==> src/rtl/ssm_map.svh <==
`ifndef SSM_MAP_SVH
`define SSM_MAP_SVH

// Direct address window of the special register space
`define SSM_SPACE_BASE 8'h80
`define SSM_SPACE_TOP_BIT 7
`define SSM_INDEX_W 7
`define SSM_SPACE_DEPTH 128

// Register offsets
`define SSM_ADDR_PORT0_LATCH 8'h80
`define SSM_ADDR_STACK_POINTER 8'h81
`define SSM_ADDR_DATA_POINTER_LOW 8'h82
`define SSM_ADDR_DATA_POINTER_HIGH 8'h83
`define SSM_ADDR_POWER_CONTROL 8'h87
`define SSM_ADDR_TIMER_CONTROL 8'h88
`define SSM_ADDR_TIMER_MODE_SELECT 8'h89
`define SSM_ADDR_TIMER0_LOW_COUNT 8'h8A
`define SSM_ADDR_TIMER1_LOW_COUNT 8'h8B
`define SSM_ADDR_TIMER0_HIGH_COUNT 8'h8C
`define SSM_ADDR_TIMER1_HIGH_COUNT 8'h8D
`define SSM_ADDR_PORT1_LATCH 8'h90
`define SSM_ADDR_PORT0_CONFIG_A 8'h96
`define SSM_ADDR_PORT0_CONFIG_B 8'h97
`define SSM_ADDR_ADC_LOW_BITS_COMPARE 8'h98
`define SSM_ADDR_PORT1_CONFIG_A 8'h9E
`define SSM_ADDR_PORT1_CONFIG_B 8'h9F
`define SSM_ADDR_PORT2_LATCH 8'hA0
`define SSM_ADDR_PORT2_CONFIG_A 8'hA6
`define SSM_ADDR_PORT2_CONFIG_B 8'hA7
`define SSM_ADDR_INTERRUPT_ENABLE 8'hA8
`define SSM_ADDR_PORT3_LATCH 8'hB0
`define SSM_ADDR_CHAR_BANK_SELECT 8'hB2
`define SSM_ADDR_TWIN_COLOUR_SELECT 8'hB3
`define SSM_ADDR_OSD_LANGUAGE_SELECT 8'hB4
`define SSM_ADDR_DISPLAY_SIZE_PORT_SELECT 8'hB5
`define SSM_ADDR_GENERAL_PURPOSE_FLAGS 8'hB6
`define SSM_ADDR_CAPTION_SLICE_LINE 8'hB7
`define SSM_ADDR_INTERRUPT_PRIORITY 8'hB8
`define SSM_ADDR_FORCE_MODE_SCREEN_COLOUR 8'hB9
`define SSM_ADDR_PORT3_CONFIG_A 8'hBE
`define SSM_ADDR_PORT3_CONFIG_B 8'hBF
`define SSM_ADDR_FRAME_OUTPUT_CONTROL 8'hC0
`define SSM_ADDR_SYNC_POLARITY_CONTROL 8'hC1
`define SSM_ADDR_DISPLAY_FEATURE_ENABLE 8'hC4
`define SSM_ADDR_PICTURE_MIX_CONTROL_A 8'hC5
`define SSM_ADDR_PICTURE_MIX_CONTROL_B 8'hC6
`define SSM_ADDR_BOX_CURSOR_CONTROL 8'hC7
`define SSM_ADDR_ACQUISITION_CONTROL_STATUS 8'hC8
`define SSM_ADDR_CURSOR_ROW_CLEAR 8'hC9
`define SSM_ADDR_CURSOR_COLUMN 8'hCA
`define SSM_ADDR_DISPLAY_MEMORY_DATA 8'hCB
`define SSM_ADDR_VIDEO_STATUS_VERSION 8'hCC
`define SSM_ADDR_PROGRAM_STATUS_WORD 8'hD0
`define SSM_ADDR_TUNING_DAC_LOW 8'hD2
`define SSM_ADDR_TUNING_DAC_HIGH 8'hD3

// Reset values, zero included
`define SSM_RST_ZERO 8'h00
`define SSM_RST_ONES 8'hFF
`define SSM_RST_STACK_POINTER 8'h07
`define SSM_RST_DISPLAY_SIZE 8'h02
`define SSM_RST_CAPTION_SLICE 8'h15
`define SSM_RST_PICTURE_MIX 8'h03
`define SSM_RST_TUNING_DAC_HIGH 8'h40

// Writable bit masks; clear bits are reserved or fixed
`define SSM_MASK_FULL 8'hFF
`define SSM_MASK_NONE 8'h00
`define SSM_MASK_POWER_CONTROL 8'h7F
`define SSM_MASK_ADC_LOW_BITS 8'h1F
`define SSM_MASK_CHAR_BANK 8'hF3
`define SSM_MASK_TWIN_COLOUR 8'hF3
`define SSM_MASK_OSD_LANGUAGE 8'hCF
`define SSM_MASK_CAPTION_SLICE 8'h1F
`define SSM_MASK_INTERRUPT_PRIORITY 8'h7F
`define SSM_MASK_FORCE_MODE 8'h7F
`define SSM_MASK_FRAME_OUTPUT 8'h24
`define SSM_MASK_SYNC_POLARITY 8'h07
`define SSM_MASK_BOX_CURSOR 8'h4F
`define SSM_MASK_ACQUISITION 8'h5F
`define SSM_MASK_CURSOR_ROW 8'hDF
`define SSM_MASK_CURSOR_COLUMN 8'h3F
`define SSM_MASK_TUNING_DAC_HIGH 8'hBF

// Bits that read as constant one
`define SSM_ONES_NONE 8'h00
`define SSM_ONES_TUNING_DAC_HIGH 8'h40

// Field positions
`define SSM_LANG_SEL_MSB 2
`define SSM_LANG_ENABLE_BIT 3
`define SSM_LANG_PLANES_BIT 6
`define SSM_LANG_REDEF_BIT 7
`define SSM_SIZE_LINES_MSB 7
`define SSM_SIZE_LINES_LSB 6
`define SSM_SIZE_CHAR_MSB 5
`define SSM_SIZE_CHAR_LSB 4
`define SSM_SIZE_PORT1_BIT 3
`define SSM_SIZE_CAPTION_BIT 2
`define SSM_SIZE_PORT0_BIT 1
`define SSM_SIZE_MODE_BIT 0
`define SSM_SYNC_FIELD_BIT 2
`define SSM_SYNC_H_BIT 1
`define SSM_SYNC_V_BIT 0
`define SSM_VIDEO_ONE_BIT 1'b1

`endif

==> src/rtl/ssm_pkg.sv <==
package ssm_pkg;

    typedef logic [7:0] ssm_byte_t;

    // Decoded properties of one direct address
    typedef struct packed {
        logic impl;
        logic ro;
        ssm_byte_t rst;
        ssm_byte_t wmask;
        ssm_byte_t ones;
    } ssm_info_s;

    // Kind of access presented by the core
    typedef enum logic [1:0] {
        SSM_ACC_NONE,
        SSM_ACC_BYTE,
        SSM_ACC_BIT
    } ssm_acc_e;

endpackage : ssm_pkg

==> src/rtl/ssm_sfr_space.sv <==
// Behaviour
// - Only direct-addressed accesses reach these registers; indirect ones are ignored.
// - Registers at addresses ending in 0H or 8H allow single-bit reads and writes too.
// - Port configuration A registers reset to all ones and B registers to all zeros.
// - The language register holds selection, enable, planes and redefinable enable, reset 0.
// - The video status register reports sync standard, ROM version, a one and quality.
// - The display feature register holds eight enables from bank down to shadow, reset 0.
// - The display size register holds lines, size, port selects and caption bits, reset 02H.
// - The sync polarity register selects field, H and V polarity in bits 2 to 0, reset 0.
// - The space covers direct addresses 80H to FFH, apart from lower data memory.
`include "ssm_map.svh"
`timescale 1ns/1ns
`default_nettype none

module ssm_sfr_space #(
    parameter logic [4:0] ROM_VERSION = 5'h01 // Arbitrary value
) (
    input wire logic sys_clk,
    input wire logic rstn,
    input wire logic acc_direct,
    input wire logic acc_bit,
    input wire logic acc_rd,
    input wire logic acc_wr,
    input wire logic [7:0] acc_addr,
    input wire logic [7:0] acc_wdata,
    input wire logic [7:0] gpf_in,
    input wire logic sync_525,
    input wire logic signal_quality_flag,
    output logic [7:0] rd_data,
    output logic rd_hit,
    output logic [7:0] port0_config_a,
    output logic [7:0] port0_config_b,
    output logic [7:0] port1_config_a,
    output logic [7:0] port1_config_b,
    output logic [7:0] port2_config_a,
    output logic [7:0] port2_config_b,
    output logic [7:0] port3_config_a,
    output logic [7:0] port3_config_b,
    output logic [2:0] language_sel,
    output logic language_enable,
    output logic planes_bit,
    output logic redefinable_char_enable,
    output logic [7:0] display_feature_enable,
    output logic [1:0] display_line_count,
    output logic [1:0] character_size,
    output logic bus_port1_select,
    output logic bus_port0_select,
    output logic caption_enable,
    output logic caption_or_teletext_mode,
    output logic field_polarity,
    output logic h_polarity,
    output logic v_polarity
);

    // Elaboration guard: the version field is five bits by layout
    if ($bits(ROM_VERSION) != 5) begin : g_bad_version
        $error("ROM_VERSION must be five bits wide");
    end

    // Builds one address descriptor
    function automatic ssm_pkg::ssm_info_s mk(input logic ro_flag,
                                              input ssm_pkg::ssm_byte_t rst_v,
                                              input ssm_pkg::ssm_byte_t mask_v,
                                              input ssm_pkg::ssm_byte_t ones_v);
        ssm_pkg::ssm_info_s r;
        r.impl = 1'b1;
        r.ro = ro_flag;
        r.rst = rst_v & mask_v;
        r.wmask = mask_v;
        r.ones = ones_v;
        return r;
    endfunction : mk

    // Address decode of the whole space; unlisted addresses stay unimplemented
    function automatic ssm_pkg::ssm_info_s info_of(input logic [7:0] a);
        ssm_pkg::ssm_info_s i;
        i = '0;
        if (a == `SSM_ADDR_PORT0_LATCH || a == `SSM_ADDR_PORT1_LATCH ||
            a == `SSM_ADDR_PORT2_LATCH || a == `SSM_ADDR_PORT3_LATCH) begin
            i = mk(1'b0, `SSM_RST_ONES, `SSM_MASK_FULL, `SSM_ONES_NONE);
        end else if (a == `SSM_ADDR_STACK_POINTER) begin
            i = mk(1'b0, `SSM_RST_STACK_POINTER, `SSM_MASK_FULL, `SSM_ONES_NONE);
        end else if (a == `SSM_ADDR_DATA_POINTER_LOW || a == `SSM_ADDR_DATA_POINTER_HIGH ||
                     a == `SSM_ADDR_TIMER_CONTROL || a == `SSM_ADDR_TIMER_MODE_SELECT ||
                     a == `SSM_ADDR_TIMER0_LOW_COUNT || a == `SSM_ADDR_TIMER1_LOW_COUNT ||
                     a == `SSM_ADDR_TIMER0_HIGH_COUNT || a == `SSM_ADDR_TIMER1_HIGH_COUNT ||
                     a == `SSM_ADDR_INTERRUPT_ENABLE || a == `SSM_ADDR_DISPLAY_MEMORY_DATA ||
                     a == `SSM_ADDR_PROGRAM_STATUS_WORD || a == `SSM_ADDR_TUNING_DAC_LOW) begin
            i = mk(1'b0, `SSM_RST_ZERO, `SSM_MASK_FULL, `SSM_ONES_NONE);
        end else if (a == `SSM_ADDR_PORT0_CONFIG_A || a == `SSM_ADDR_PORT1_CONFIG_A ||
                     a == `SSM_ADDR_PORT2_CONFIG_A || a == `SSM_ADDR_PORT3_CONFIG_A) begin
            i = mk(1'b0, `SSM_RST_ONES, `SSM_MASK_FULL, `SSM_ONES_NONE);
        end else if (a == `SSM_ADDR_PORT0_CONFIG_B || a == `SSM_ADDR_PORT1_CONFIG_B ||
                     a == `SSM_ADDR_PORT2_CONFIG_B || a == `SSM_ADDR_PORT3_CONFIG_B) begin
            i = mk(1'b0, `SSM_RST_ZERO, `SSM_MASK_FULL, `SSM_ONES_NONE);
        end else if (a == `SSM_ADDR_POWER_CONTROL) begin
            i = mk(1'b0, `SSM_RST_ZERO, `SSM_MASK_POWER_CONTROL, `SSM_ONES_NONE);
        end else if (a == `SSM_ADDR_ADC_LOW_BITS_COMPARE) begin
            i = mk(1'b0, `SSM_RST_ZERO, `SSM_MASK_ADC_LOW_BITS, `SSM_ONES_NONE);
        end else if (a == `SSM_ADDR_CHAR_BANK_SELECT) begin
            i = mk(1'b0, `SSM_RST_ZERO, `SSM_MASK_CHAR_BANK, `SSM_ONES_NONE);
        end else if (a == `SSM_ADDR_TWIN_COLOUR_SELECT) begin
            i = mk(1'b0, `SSM_RST_ZERO, `SSM_MASK_TWIN_COLOUR, `SSM_ONES_NONE);
        end else if (a == `SSM_ADDR_OSD_LANGUAGE_SELECT) begin
            i = mk(1'b0, `SSM_RST_ZERO, `SSM_MASK_OSD_LANGUAGE, `SSM_ONES_NONE);
        end else if (a == `SSM_ADDR_DISPLAY_SIZE_PORT_SELECT) begin
            i = mk(1'b0, `SSM_RST_DISPLAY_SIZE, `SSM_MASK_FULL, `SSM_ONES_NONE);
        end else if (a == `SSM_ADDR_GENERAL_PURPOSE_FLAGS ||
                     a == `SSM_ADDR_VIDEO_STATUS_VERSION) begin
            i = mk(1'b1, `SSM_RST_ZERO, `SSM_MASK_NONE, `SSM_ONES_NONE);
        end else if (a == `SSM_ADDR_CAPTION_SLICE_LINE) begin
            i = mk(1'b0, `SSM_RST_CAPTION_SLICE, `SSM_MASK_CAPTION_SLICE, `SSM_ONES_NONE);
        end else if (a == `SSM_ADDR_INTERRUPT_PRIORITY) begin
            i = mk(1'b0, `SSM_RST_ZERO, `SSM_MASK_INTERRUPT_PRIORITY, `SSM_ONES_NONE);
        end else if (a == `SSM_ADDR_FORCE_MODE_SCREEN_COLOUR) begin
            i = mk(1'b0, `SSM_RST_ZERO, `SSM_MASK_FORCE_MODE, `SSM_ONES_NONE);
        end else if (a == `SSM_ADDR_FRAME_OUTPUT_CONTROL) begin
            i = mk(1'b0, `SSM_RST_ZERO, `SSM_MASK_FRAME_OUTPUT, `SSM_ONES_NONE);
        end else if (a == `SSM_ADDR_SYNC_POLARITY_CONTROL) begin
            i = mk(1'b0, `SSM_RST_ZERO, `SSM_MASK_SYNC_POLARITY, `SSM_ONES_NONE);
        end else if (a == `SSM_ADDR_DISPLAY_FEATURE_ENABLE) begin
            i = mk(1'b0, `SSM_RST_ZERO, `SSM_MASK_FULL, `SSM_ONES_NONE);
        end else if (a == `SSM_ADDR_PICTURE_MIX_CONTROL_A ||
                     a == `SSM_ADDR_PICTURE_MIX_CONTROL_B) begin
            i = mk(1'b0, `SSM_RST_PICTURE_MIX, `SSM_MASK_FULL, `SSM_ONES_NONE);
        end else if (a == `SSM_ADDR_BOX_CURSOR_CONTROL) begin
            i = mk(1'b0, `SSM_RST_ZERO, `SSM_MASK_BOX_CURSOR, `SSM_ONES_NONE);
        end else if (a == `SSM_ADDR_ACQUISITION_CONTROL_STATUS) begin
            i = mk(1'b0, `SSM_RST_ZERO, `SSM_MASK_ACQUISITION, `SSM_ONES_NONE);
        end else if (a == `SSM_ADDR_CURSOR_ROW_CLEAR) begin
            i = mk(1'b0, `SSM_RST_ZERO, `SSM_MASK_CURSOR_ROW, `SSM_ONES_NONE);
        end else if (a == `SSM_ADDR_CURSOR_COLUMN) begin
            i = mk(1'b0, `SSM_RST_ZERO, `SSM_MASK_CURSOR_COLUMN, `SSM_ONES_NONE);
        end else if (a == `SSM_ADDR_TUNING_DAC_HIGH) begin
            i = mk(1'b0, `SSM_RST_TUNING_DAC_HIGH, `SSM_MASK_TUNING_DAC_HIGH,
                   `SSM_ONES_TUNING_DAC_HIGH);
        end
        return i;
    endfunction : info_of

    // Reset value of one address, kept apart so no select follows a call
    function automatic ssm_pkg::ssm_byte_t rst_of(input logic [7:0] a);
        ssm_pkg::ssm_info_s i;
        i = info_of(a);
        return i.rst;
    endfunction : rst_of

    // Storage: one byte per address of the upper half, writable bits only
    ssm_pkg::ssm_byte_t regs_q [0:`SSM_SPACE_DEPTH-1];
    logic [7:0] rd_data_q;
    logic [7:0] rd_data_d;
    logic rd_hit_q;
    logic rd_hit_d;

    // Bit addresses name the aligned register in the top five bits
    wire ssm_pkg::ssm_acc_e acc_kind = !acc_direct ? ssm_pkg::SSM_ACC_NONE :
                                       acc_bit ? ssm_pkg::SSM_ACC_BIT :
                                       ssm_pkg::SSM_ACC_BYTE;
    wire logic [7:0] bit_reg_addr = {acc_addr[7:3], 3'h0};
    wire logic [2:0] bit_pos = acc_addr[2:0];
    wire logic [7:0] reg_addr = (acc_kind == ssm_pkg::SSM_ACC_BIT) ? bit_reg_addr : acc_addr;
    // Lower half belongs to data memory, so only bit 7 set selects this space
    wire logic in_space = acc_addr[`SSM_SPACE_TOP_BIT];
    wire logic selected = (acc_kind != ssm_pkg::SSM_ACC_NONE) && in_space;
    wire ssm_pkg::ssm_info_s cur_info = info_of(reg_addr);
    wire logic hit = selected && cur_info.impl;
    wire logic [`SSM_INDEX_W-1:0] idx = reg_addr[`SSM_INDEX_W-1:0];

    // Live value seen by the core, status registers built from inputs
    wire logic [7:0] video_status = {sync_525, ROM_VERSION, `SSM_VIDEO_ONE_BIT,
                                     signal_quality_flag};
    wire logic [7:0] view_byte =
        (reg_addr == `SSM_ADDR_GENERAL_PURPOSE_FLAGS) ? gpf_in :
        (reg_addr == `SSM_ADDR_VIDEO_STATUS_VERSION) ? video_status :
        ((regs_q[idx] & cur_info.wmask) | cur_info.ones);

    // Merge for a write; a bit write is a read-modify-write of one bit
    wire logic [7:0] bit_onehot = 8'h01 << bit_pos;
    wire logic [7:0] bit_merge = acc_wdata[0] ? (regs_q[idx] | bit_onehot) :
                                                (regs_q[idx] & ~bit_onehot);
    wire logic [7:0] merged = (acc_kind == ssm_pkg::SSM_ACC_BIT) ? bit_merge : acc_wdata;
    wire logic wr_en = hit && acc_wr && !cur_info.ro;
    wire logic [7:0] wr_value = merged & cur_info.wmask;

    // Register array; reset loads the documented values
    always_ff @(posedge sys_clk) begin
        if (!rstn) begin
            for (int k = 0; k < `SSM_SPACE_DEPTH; k++) begin
                regs_q[k] <= rst_of(`SSM_SPACE_BASE | 8'(k));
            end
        end else if (wr_en) begin
            regs_q[idx] <= wr_value;
        end
    end

    // Read answer, registered; a bit read returns the bit in lane 0
    always_comb begin
        rd_data_d = 8'h00;
        rd_hit_d = 1'b0;
        if (hit && acc_rd) begin
            rd_hit_d = 1'b1;
            if (acc_kind == ssm_pkg::SSM_ACC_BIT) begin
                rd_data_d = {7'h00, view_byte[bit_pos]};
            end else begin
                rd_data_d = view_byte;
            end
        end
    end

    // Answer flops; a miss or indirect access reads zero
    always_ff @(posedge sys_clk) begin
        if (!rstn) begin
            rd_data_q <= 8'h00;
            rd_hit_q <= 1'b0;
        end else begin
            rd_data_q <= rd_data_d;
            rd_hit_q <= rd_hit_d;
        end
    end

    assign rd_data = rd_data_q;
    assign rd_hit = rd_hit_q;

    // Port configuration pairs towards the pad logic
    assign port0_config_a = regs_q[7'(`SSM_ADDR_PORT0_CONFIG_A)];
    assign port0_config_b = regs_q[7'(`SSM_ADDR_PORT0_CONFIG_B)];
    assign port1_config_a = regs_q[7'(`SSM_ADDR_PORT1_CONFIG_A)];
    assign port1_config_b = regs_q[7'(`SSM_ADDR_PORT1_CONFIG_B)];
    assign port2_config_a = regs_q[7'(`SSM_ADDR_PORT2_CONFIG_A)];
    assign port2_config_b = regs_q[7'(`SSM_ADDR_PORT2_CONFIG_B)];
    assign port3_config_a = regs_q[7'(`SSM_ADDR_PORT3_CONFIG_A)];
    assign port3_config_b = regs_q[7'(`SSM_ADDR_PORT3_CONFIG_B)];

    // Language selection fields
    wire logic [7:0] lang_q = regs_q[7'(`SSM_ADDR_OSD_LANGUAGE_SELECT)];
    assign language_sel = lang_q[`SSM_LANG_SEL_MSB:0];
    assign language_enable = lang_q[`SSM_LANG_ENABLE_BIT];
    assign planes_bit = lang_q[`SSM_LANG_PLANES_BIT];
    assign redefinable_char_enable = lang_q[`SSM_LANG_REDEF_BIT];

    // Display feature enables, bank in bit 7 down to shadow in bit 0
    assign display_feature_enable = regs_q[7'(`SSM_ADDR_DISPLAY_FEATURE_ENABLE)];

    // Display size and bus port selection fields
    wire logic [7:0] size_q = regs_q[7'(`SSM_ADDR_DISPLAY_SIZE_PORT_SELECT)];
    assign display_line_count = size_q[`SSM_SIZE_LINES_MSB:`SSM_SIZE_LINES_LSB];
    assign character_size = size_q[`SSM_SIZE_CHAR_MSB:`SSM_SIZE_CHAR_LSB];
    assign bus_port1_select = size_q[`SSM_SIZE_PORT1_BIT];
    assign caption_enable = size_q[`SSM_SIZE_CAPTION_BIT];
    assign bus_port0_select = size_q[`SSM_SIZE_PORT0_BIT];
    assign caption_or_teletext_mode = size_q[`SSM_SIZE_MODE_BIT];

    // Sync polarity selects
    wire logic [7:0] sync_q = regs_q[7'(`SSM_ADDR_SYNC_POLARITY_CONTROL)];
    assign field_polarity = sync_q[`SSM_SYNC_FIELD_BIT];
    assign h_polarity = sync_q[`SSM_SYNC_H_BIT];
    assign v_polarity = sync_q[`SSM_SYNC_V_BIT];

endmodule : ssm_sfr_space
`default_nettype wire

==> config.mk <==
export PLATFORM = sky130hd
export DESIGN_NAME = ssm_sfr_space
export DESIGN_NICKNAME = d
export VERILOG_FILES = /design/src/rtl/ssm_pkg.sv /design/src/rtl/ssm_sfr_space.sv
export VERILOG_INCLUDE_DIRS = /design/src /design/src/rtl
export SDC_FILE = /design/constraint.sdc
export NUM_CORES = 1
export LEC_CHECK = 0
export ABC_AREA = 1
export BUFFER_PORTS_ARGS = -buffer_cell sky130_fd_sc_hd__buf_2
export CORE_MARGIN = 10
export CORE_UTILIZATION = 45
export DETAILED_ROUTE_END_ITERATION = 12
export PLACE_DENSITY = 0.64
export SLEW_MARGIN = 20
export SYNTH_ARGS = -nofsm -noshare
export SYNTH_HDL_FRONTEND = slang
export SYNTH_SLANG_ARGS = --single-unit
export TNS_END_PERCENT = 100
==> constraint.sdc <==
create_clock -name sys_clk -period 3.3 [get_ports sys_clk]
set_input_delay 0.66 -clock sys_clk [delete_from_list [all_inputs] [get_ports sys_clk]]
set_output_delay 0.66 -clock sys_clk [all_outputs]
set_load 0.01 [all_outputs]
-- After elaboration in Yosys (flattened, before gate mapping)
Memory sizes are Yosys's and may differ from the RTL's.
Index checks and enable logic that the tools add are counted.
- bits in writable memories: 1024
- register bits after elaboration: 9
- bits of input ports: 32
- word-level logic and storage cells: 153
- output and inout port bits: 98
- memories: 1
- memories (memory ; words ; width ; read ports ; clocked after memory_dff ; write ports ; line ; text):
    regs_q ; 128 ; 8 ; 13 ; 0 ; 128 ; ssm_sfr_space.sv:149 ; ssm_pkg::ssm_byte_t regs_q [0:`SSM_SPACE_DEPTH-1];
- shifts and indexed selects: 1
- equality and inequality tests: 47
- muxes and demuxes: 60
- bitwise logic cells: 8
- reduce and logical (&&, ||, !) cells: 32
- $lt $le $gt $ge: 1
- operators by type and width (kind ; number):
    two-way mux 26 bit ; 24
    two-way mux 24 bit ; 18
    == test 8 bit (second input constant) ; 46
    two-way mux 8 bit ; 5
    AND 8 bit ; 3
    logical OR 1 bit ; 22
    OR 8 bit ; 2
    two-way mux 1 bit ; 8
    NOT 8 bit ; 1
    OR reduction 8 bit ; 1
    left shift 1 x 3 -> 8 bit (first input constant) ; 1
    two-way mux 7 bit ; 1
    logical AND 1 bit ; 5
    less-than comparator 3 x 4 -> 1 bit (second input constant) ; 1
    two-way mux 2 bit ; 2
    binary-select mux 1 bit (select 3 bit) ; 1
    two-way mux 3 bit ; 1
    OR reduction 3 bit ; 1
    == test 2 bit (second input constant) ; 1
    NOT 1 bit ; 2
    AND reduction 2 bit ; 1
    nonzero test 2 bit ; 1
    logical NOT 1 bit ; 1

-- Logic depth before layout (Yosys ltp)
Gate-level depths: netlist of run 1.
- word-level depth: 37
- depth in mapped cells: 25
- mapped depth without buffers: 23

-- Worst setup path after synthesis of run 1
No wires, ideal clock.
- path kind: input to register
- start point: in acc_addr[2]
- end point: mem regs_q[0][0] (netlist bit), enable pin
- stages on the path: 15
- setup time: 0.384 ns
- required time: 2.916 ns
- slack: -0.129 ns
- buffers on the path: 3
- data arrival time: 3.045 ns
- cells stage by stage: buf_4 > nand2_2 > buf_4 > inv_2 > nor2_2 > buf_2 > nand3_1 > o21ai_1 > nor2_1 > nand4_1 > o21a_2 > nand3_4 > nor3_2 > inv_2 > o21ai_0
- RTL lines (element ; line ; text):
    from (decl) ; ssm_sfr_space.sv:24 ; input wire logic [7:0] acc_addr,
    to (decl) ; ssm_sfr_space.sv:149 ;

==> flow_metrics.tcl, run 1 <==
set metrics [dict create \
    die_x_um 330 \
    viasPerCell 4.94 \
    tightest_slew_ps 814 \
    hold_path_class "in2reg" \
    cp_max_fo 34 \
    ys.flop_type "edfxtp_1" \
    final_core_util_pct 58.9 \
    syn_area_per_cell_um2 11.3 \
    hp-start "gpf_in[5]" \
    fin_area_um2 56000 \
    fmax_ghz 0.314 \
    synthCells 3830 \
    synth_top_area_share_pct 71.3 \
    yosys-top-cells-count "1,024 x edfxtp_1, 977 x nand2_1, 699 x nor2_1" \
    vias 32000 \
    endpoint_kind "flop" \
    fin_setup_tns_ps 0 \
    final_cells 6469 \
    ant_nets 0 \
    synth_top_family_by_area "simple AND/OR/NAND/NOR gates" \
    fin_nets 5152 \
    multi_input_area_um2 13100 \
    yosys.area_share.adder_pct 0 \
    ys_types 43 \
    postPlaceCellArea_um2 52500 \
    dieArea_um2 109000 \
    cp.arrival_ps 3580 \
    overflow 0 \
    avgRoutedWirePerCell_um 20.8 \
    setup_slack_ps 117 \
    cts_tree "done" \
    core_um2 95000 \
    area_growth_pct 29.8 \
    synth_top_area_cell "edfxtp_1" \
    grt_pass1_vias 31200 \
    synthTopCellsByArea "edfxtp_1 71%, nand2_1 8.5%, nor2_1 6.1%" \
    power.leakage_uw 0.0237 \
    synth_xor_area_share_pct 0 \
    ys_seq_elements 1033 \
    io_buffers 129 \
    firstDrtPassIters 5 \
    dp.cells 6275 \
    synthMuxAreaShare_pct 0.0232 \
    htreeDepth 3 \
    synthSimpleGateAreaFrac_pct 18.2 \
    wl_um 134000 \
    maxCapViolCount 0 \
    synth_edf_count 1024 \
    hold_viol 0 \
    path_delay_family "simple AND/OR/NAND/NOR gates" \
    cts_buffers 106 \
    max_stage_delay_ps 440 \
    cp.required_ps 3700 \
    grt_pass1_wl_um 197000 \
    clock_sinks 1033 \
    relSlewSlack_pct 45.7 \
    cts_buffer_depth 3 \
    clockRootBuffer "clkbuf_16" \
    timing.rr.start "regs_q[38][1]" \
    startpoint "acc_addr[0]" \
    post-route-period-util_pct 96.4 \
    cp_num_buf_inv 7 \
    drt_first_iter_violations 3418 \
    synth_most_common_cell "edfxtp_1" \
    async_reset_ff_share_pct 0 \
    ir_worst_vdd_uv 478 \
    fin_crit_ps 3180 \
    synth_area_um2 43100 \
    crit_chain "buf_2, inv_1, buf_4, nor2_4, nand2_4, inv_4, buf_12, nand3_1, nand2_1, nor2_1, nand2_1, nor2_1, nand3_1, o21a_2, nand3_4, nor3_1, buf_4, nand2_1, nand2_1, buf_12" \
    place_congestion 0.968 \
    slowest_stage "nor3_1" \
    start_util_pct 45.4 \
    dpl.hpwl_um 96000 \
    power_density_nw_per_um2 546 \
    grt_max_degree 124 \
    status "complete, no violations" \
    setup_viol 0 \
    maxSlewViolCount 0 \
    num-fill-cells 7905 \
    startpoint_type "input port" \
    clk_latency_ps 690 \
    finClkSkew_ps 34.5 \
    dp_worst_setup_slack_ps -563 \
    clkTransAtPathRegs_ps 60 \
    crit_top_cell "nand2_1" \
    drc 0 \
    ys.warnings.count 0 \
    io_pins 130 \
    grt_usage_pct 24.5 \
    die_h_um 330 \
    grt_antenna_before_repair 2 \
    critical_path_class "in2reg" \
    synth_compound_area_share_pct 5.65 \
    drive_gt1_share_pct 17.2 \
    seqCellArea_um2 30900 \
    seq_area_frac_synth_pct 71.7 \
    fp-row-count 113 \
]
[logic make-up (layout without fill, tap and decap cells)]
family,count (synthesis),in the layout
AOI/OAI and AO/OA,413,413
buffers and inverters,463,1130
DFF,1033,1033
muxes,1,1
other,1,708
and+or+nand+nor,1919,1919
[cell usage in the layout (no fill, tap or decap), types with 47 or more instances in the layout]
cell type | netlist | routed
nor2_1 | 699 | 696
nand2_1 | 977 | 968
clkbuf_16 | 0 | 109
nand3b_1 | 65 | 65
a22oi_1 | 49 | 49
o22ai_1 | 157 | 157
edfxtp_1 | 1024 | 1024
buf_4 | 9 | 462
buf_12 | 0 | 89
inv_1 | 245 | 245
nand3_1 | 75 | 73
o21ai_0 | 143 | 141
buf_2 | 91 | 128
a21oi_1 | 48 | 47
nand4_1 | 51 | 51
conb_1 | 1 | 707
[stage by stage]
stage | hold slack, ps | total power (uW)
3_5_place_dp | 1040 | 18900
3_3_place_gp | 1040 | 18900
6_report | 325 | 30600
4_1_cts | 300 | 30700
2_1_floorplan | 794 | 17200
5_1_grt | 332 | 31500
[tightest hold or removal path, cell delays in order]
cell and delay (ps):
buf_2 120, nand2_1 80, a21oi_1 90
[registers in the layout, indices dropped and copies added (netlist names)]
register and cells:
rd_hit 1, regs_q 1024, rd_data 8
[routing by layer]
layer | GRT usage [%] | up-vias | part of all wire, %
met2 | 39.9 | 1397 | 47
met3 | 4.63 | 249 | 8.8
li1 | - | 15000 | -
met1 | 32.4 | 15300 | 40
met4 | 9.66 | 2 | 3.8
met5 | 0 | - | 0.0082
[final cells by class]
class | count | share of cell area, %
multi-input combinational | 3040 | 23.5
tap | 1265 | 2.83
timing repair buffer | 681 | 10.6
clock inverter | 52 | 0.823
sequential | 1033 | 55.3
antenna | 1 | 0.00447
clock buffer | 139 | 5.27
inverter | 258 | 1.73
[worst paths after layout]
kind | slack (ps) | endpoint | cells after the start
setup / recovery | 120 | regs_q[50][3] | 20
hold / removal | 320 | rd_data[5] | 3
setup reg to reg | 620 | regs_q[48][1] | 13
hold reg to reg | 1390 | rd_data[2] | 11
[where the power goes]
part	internal, uW	leakage, uW	switching (uW)	total [uW]
Clock	6870	0.00167	4950	11800
Sequential	15300	0.0103	249	15600
Combinational	1070	0.0117	2080	3150
Total	23300	0.0237	7280	30600
[timing repair]
item	CTS	global route
buffers inserted	0	2
endpoints found under the setup margin	0	90
gates resized for setup	0	7
hold buffers	0	0
endpoints found under the hold margin	0	0
(Power assumes the default switching activity.)
==> run 2, diff against run 1 <==
PLACE_DENSITY = not set   (was 0.64)
PLACE_DENSITY_LB_ADDON = 0.05   (was not set)
==> flow_metrics.tcl, run 2 (synthesis results as in run 1) <==
set metrics [dict create \
    status "complete, no violations" \
    vias 31600 \
    post-route-period-util_pct 99.4 \
    rsz0062_at_grt "false" \
    finClkSkew_ps 23.3 \
    hold_viol 0 \
    grt_pass1_vias 30800 \
    postPlaceCellArea_um2 52400 \
    power_uw 30400 \
    die_x_um 330 \
    final_cell_mix "1,024 x edfxtp_1, 968 x nand2_1, 707 x conb_1, 695 x nor2_1, 460 x buf_4" \
    use_met1_pct 34.8 \
    viasPerCell 4.90 \
    fin_area_um2 55700 \
    met2_usage_pct 42.0 \
    place_congestion 0.931 \
    maxCapViolCount 0 \
    power_density_nw_per_um2 546 \
    firstDrtPassIters 6 \
    start_util_pct 45.4 \
    htreeDepth 3 \
    cp_max_fo 14 \
    ir_worst_vdd_uv 682 \
    startpoint_type "input port" \
    dp_worst_setup_slack_ps -1060 \
    cts_tree "done" \
    cp.arrival_ps 3710 \
    core_um2 95000 \
    setup_slack_ps 20.9 \
    cp.required_ps 3730 \
    grt_usage_pct 25.8 \
    area_growth_pct 29.2 \
    final_cells 6462 \
    hold_path_class "in2reg" \
    drive_gt1_share_pct 16.9 \
    largest-register "regs_q" \
    drt_first_iter_violations 3391 \
    power.leakage_uw 0.0235 \
    overflow 0 \
    dpl.hpwl_um 101000 \
    die_h_um 330 \
    grt_antenna_before_repair 3 \
    clkTransAtPathRegs_ps 60 \
    relSlewSlack_pct 43.2 \
    avgRoutedWirePerCell_um 21.9 \
    final_common_cell "edfxtp_1" \
    fin_crit_ps 3280 \
    critical_path_class "in2reg" \
    clock_sinks 1033 \
    fin_nets 5147 \
    wl_um 141000 \
    largest_reg_flops 1024 \
    fp-row-count 113 \
    dp.cells 6267 \
    io_buffers 129 \
    busiest_layer "met2" \
    grtUsageMet3_pct 4.73 \
    tightest_slew_ps 852 \
    clk_latency_ps 700 \
    endpoint_kind "flop" \
    clockRootBuffer "clkbuf_16" \
    fmax_ghz 0.305 \
    io_pins 130 \
    cts_buffer_depth 3 \
    cts_buffers 110 \
    dieArea_um2 109000 \
    grt_max_degree 124 \
    ant_nets 0 \
    maxSlewViolCount 0 \
    grt_pass1_wl_um 205000 \
    drc 0 \
    antenna_cells 0 \
    setup_viol 0 \
]
-- run 2: cell count changes in the layout (fill, tap and decap cells not counted), sizes merged --
cell	before	now
clkinv	40	49
diode	1	0
buf	681	672
inv	260	256
bufinv	8	6
-- run 2: critical path, cell delays in order --
cell and delay, ps:
buf_2 120, nand2_4 180, buf_4 220, nand2_8 150, o22ai_4 350, o21ai_0 330
buf_4 240, a41oi_1 280, a21oi_1 70, buf_4 170, nand3_1 150, nand2_1 150
o211ai_4 270, buf_4 250, nand2_1 70
-- run 2: what timing repair did --
action / CTS / global route
gates cloned: 0 / 0
hold buffers: 0 / 0
pin swaps: 1 / 0
hold endpoints to repair: 0 / 0
gates resized for setup: 1 / 5
setup buffers: 1 / 0
setup endpoints to repair: 85 / 83
-- run 2: metal layers --
metal  up-vias  part of all wire [%]
met3       255                   7.9
met5         -                 0.026
met2      1231                    47
li1      15000                     -
met1     15200                    42
met4         6                   3.4
-- run 2: power by group --
| group | switching [uW] | internal [uW] | leakage, uW |
|---|---|---|---|
| Combinational | 2110 | 1050 | 0.0116 |
| Sequential | 257 | 15400 | 0.0103 |
| Clock | 5020 | 6630 | 0.00163 |
| Total | 7390 | 23000 | 0.0235 |
-- run 2: layout make-up --
class | instances | area, um2
Multi-Input combinational cell | 3040 | 13200
Timing Repair Buffer | 672 | 5770
Inverter | 258 | 971
Fill cell | 8219 | 39300
Clock buffer | 139 | 2900
Sequential cell | 1033 | 30900
Tap cell | 1265 | 1580
Clock inverter | 55 | 433
-- run 2: through the flow --
stage	util [%]	hold WS, ps	setup TNS, ps
4_1_cts	58.6	253	0
2_1_floorplan	-	794	0
3_5_place_dp	55.1	987	-285020
5_1_grt	58.7	263	0
6_report	58.7	283	0
3_3_place_gp	55.1	982	-260080
-- run 2: path summary, 6_finish.rpt --
kind	startpoint	end	slack (ps)	cells past startpoint
setup / recovery	acc_direct	regs_q[70][0]	20	15
setup reg to reg	regs_q[27][0]	regs_q[70][0]	280	11
hold / removal	gpf_in[4]	rd_data[4]	280	3
hold reg to reg	regs_q[3][2]	rd_data[2]	1350	12
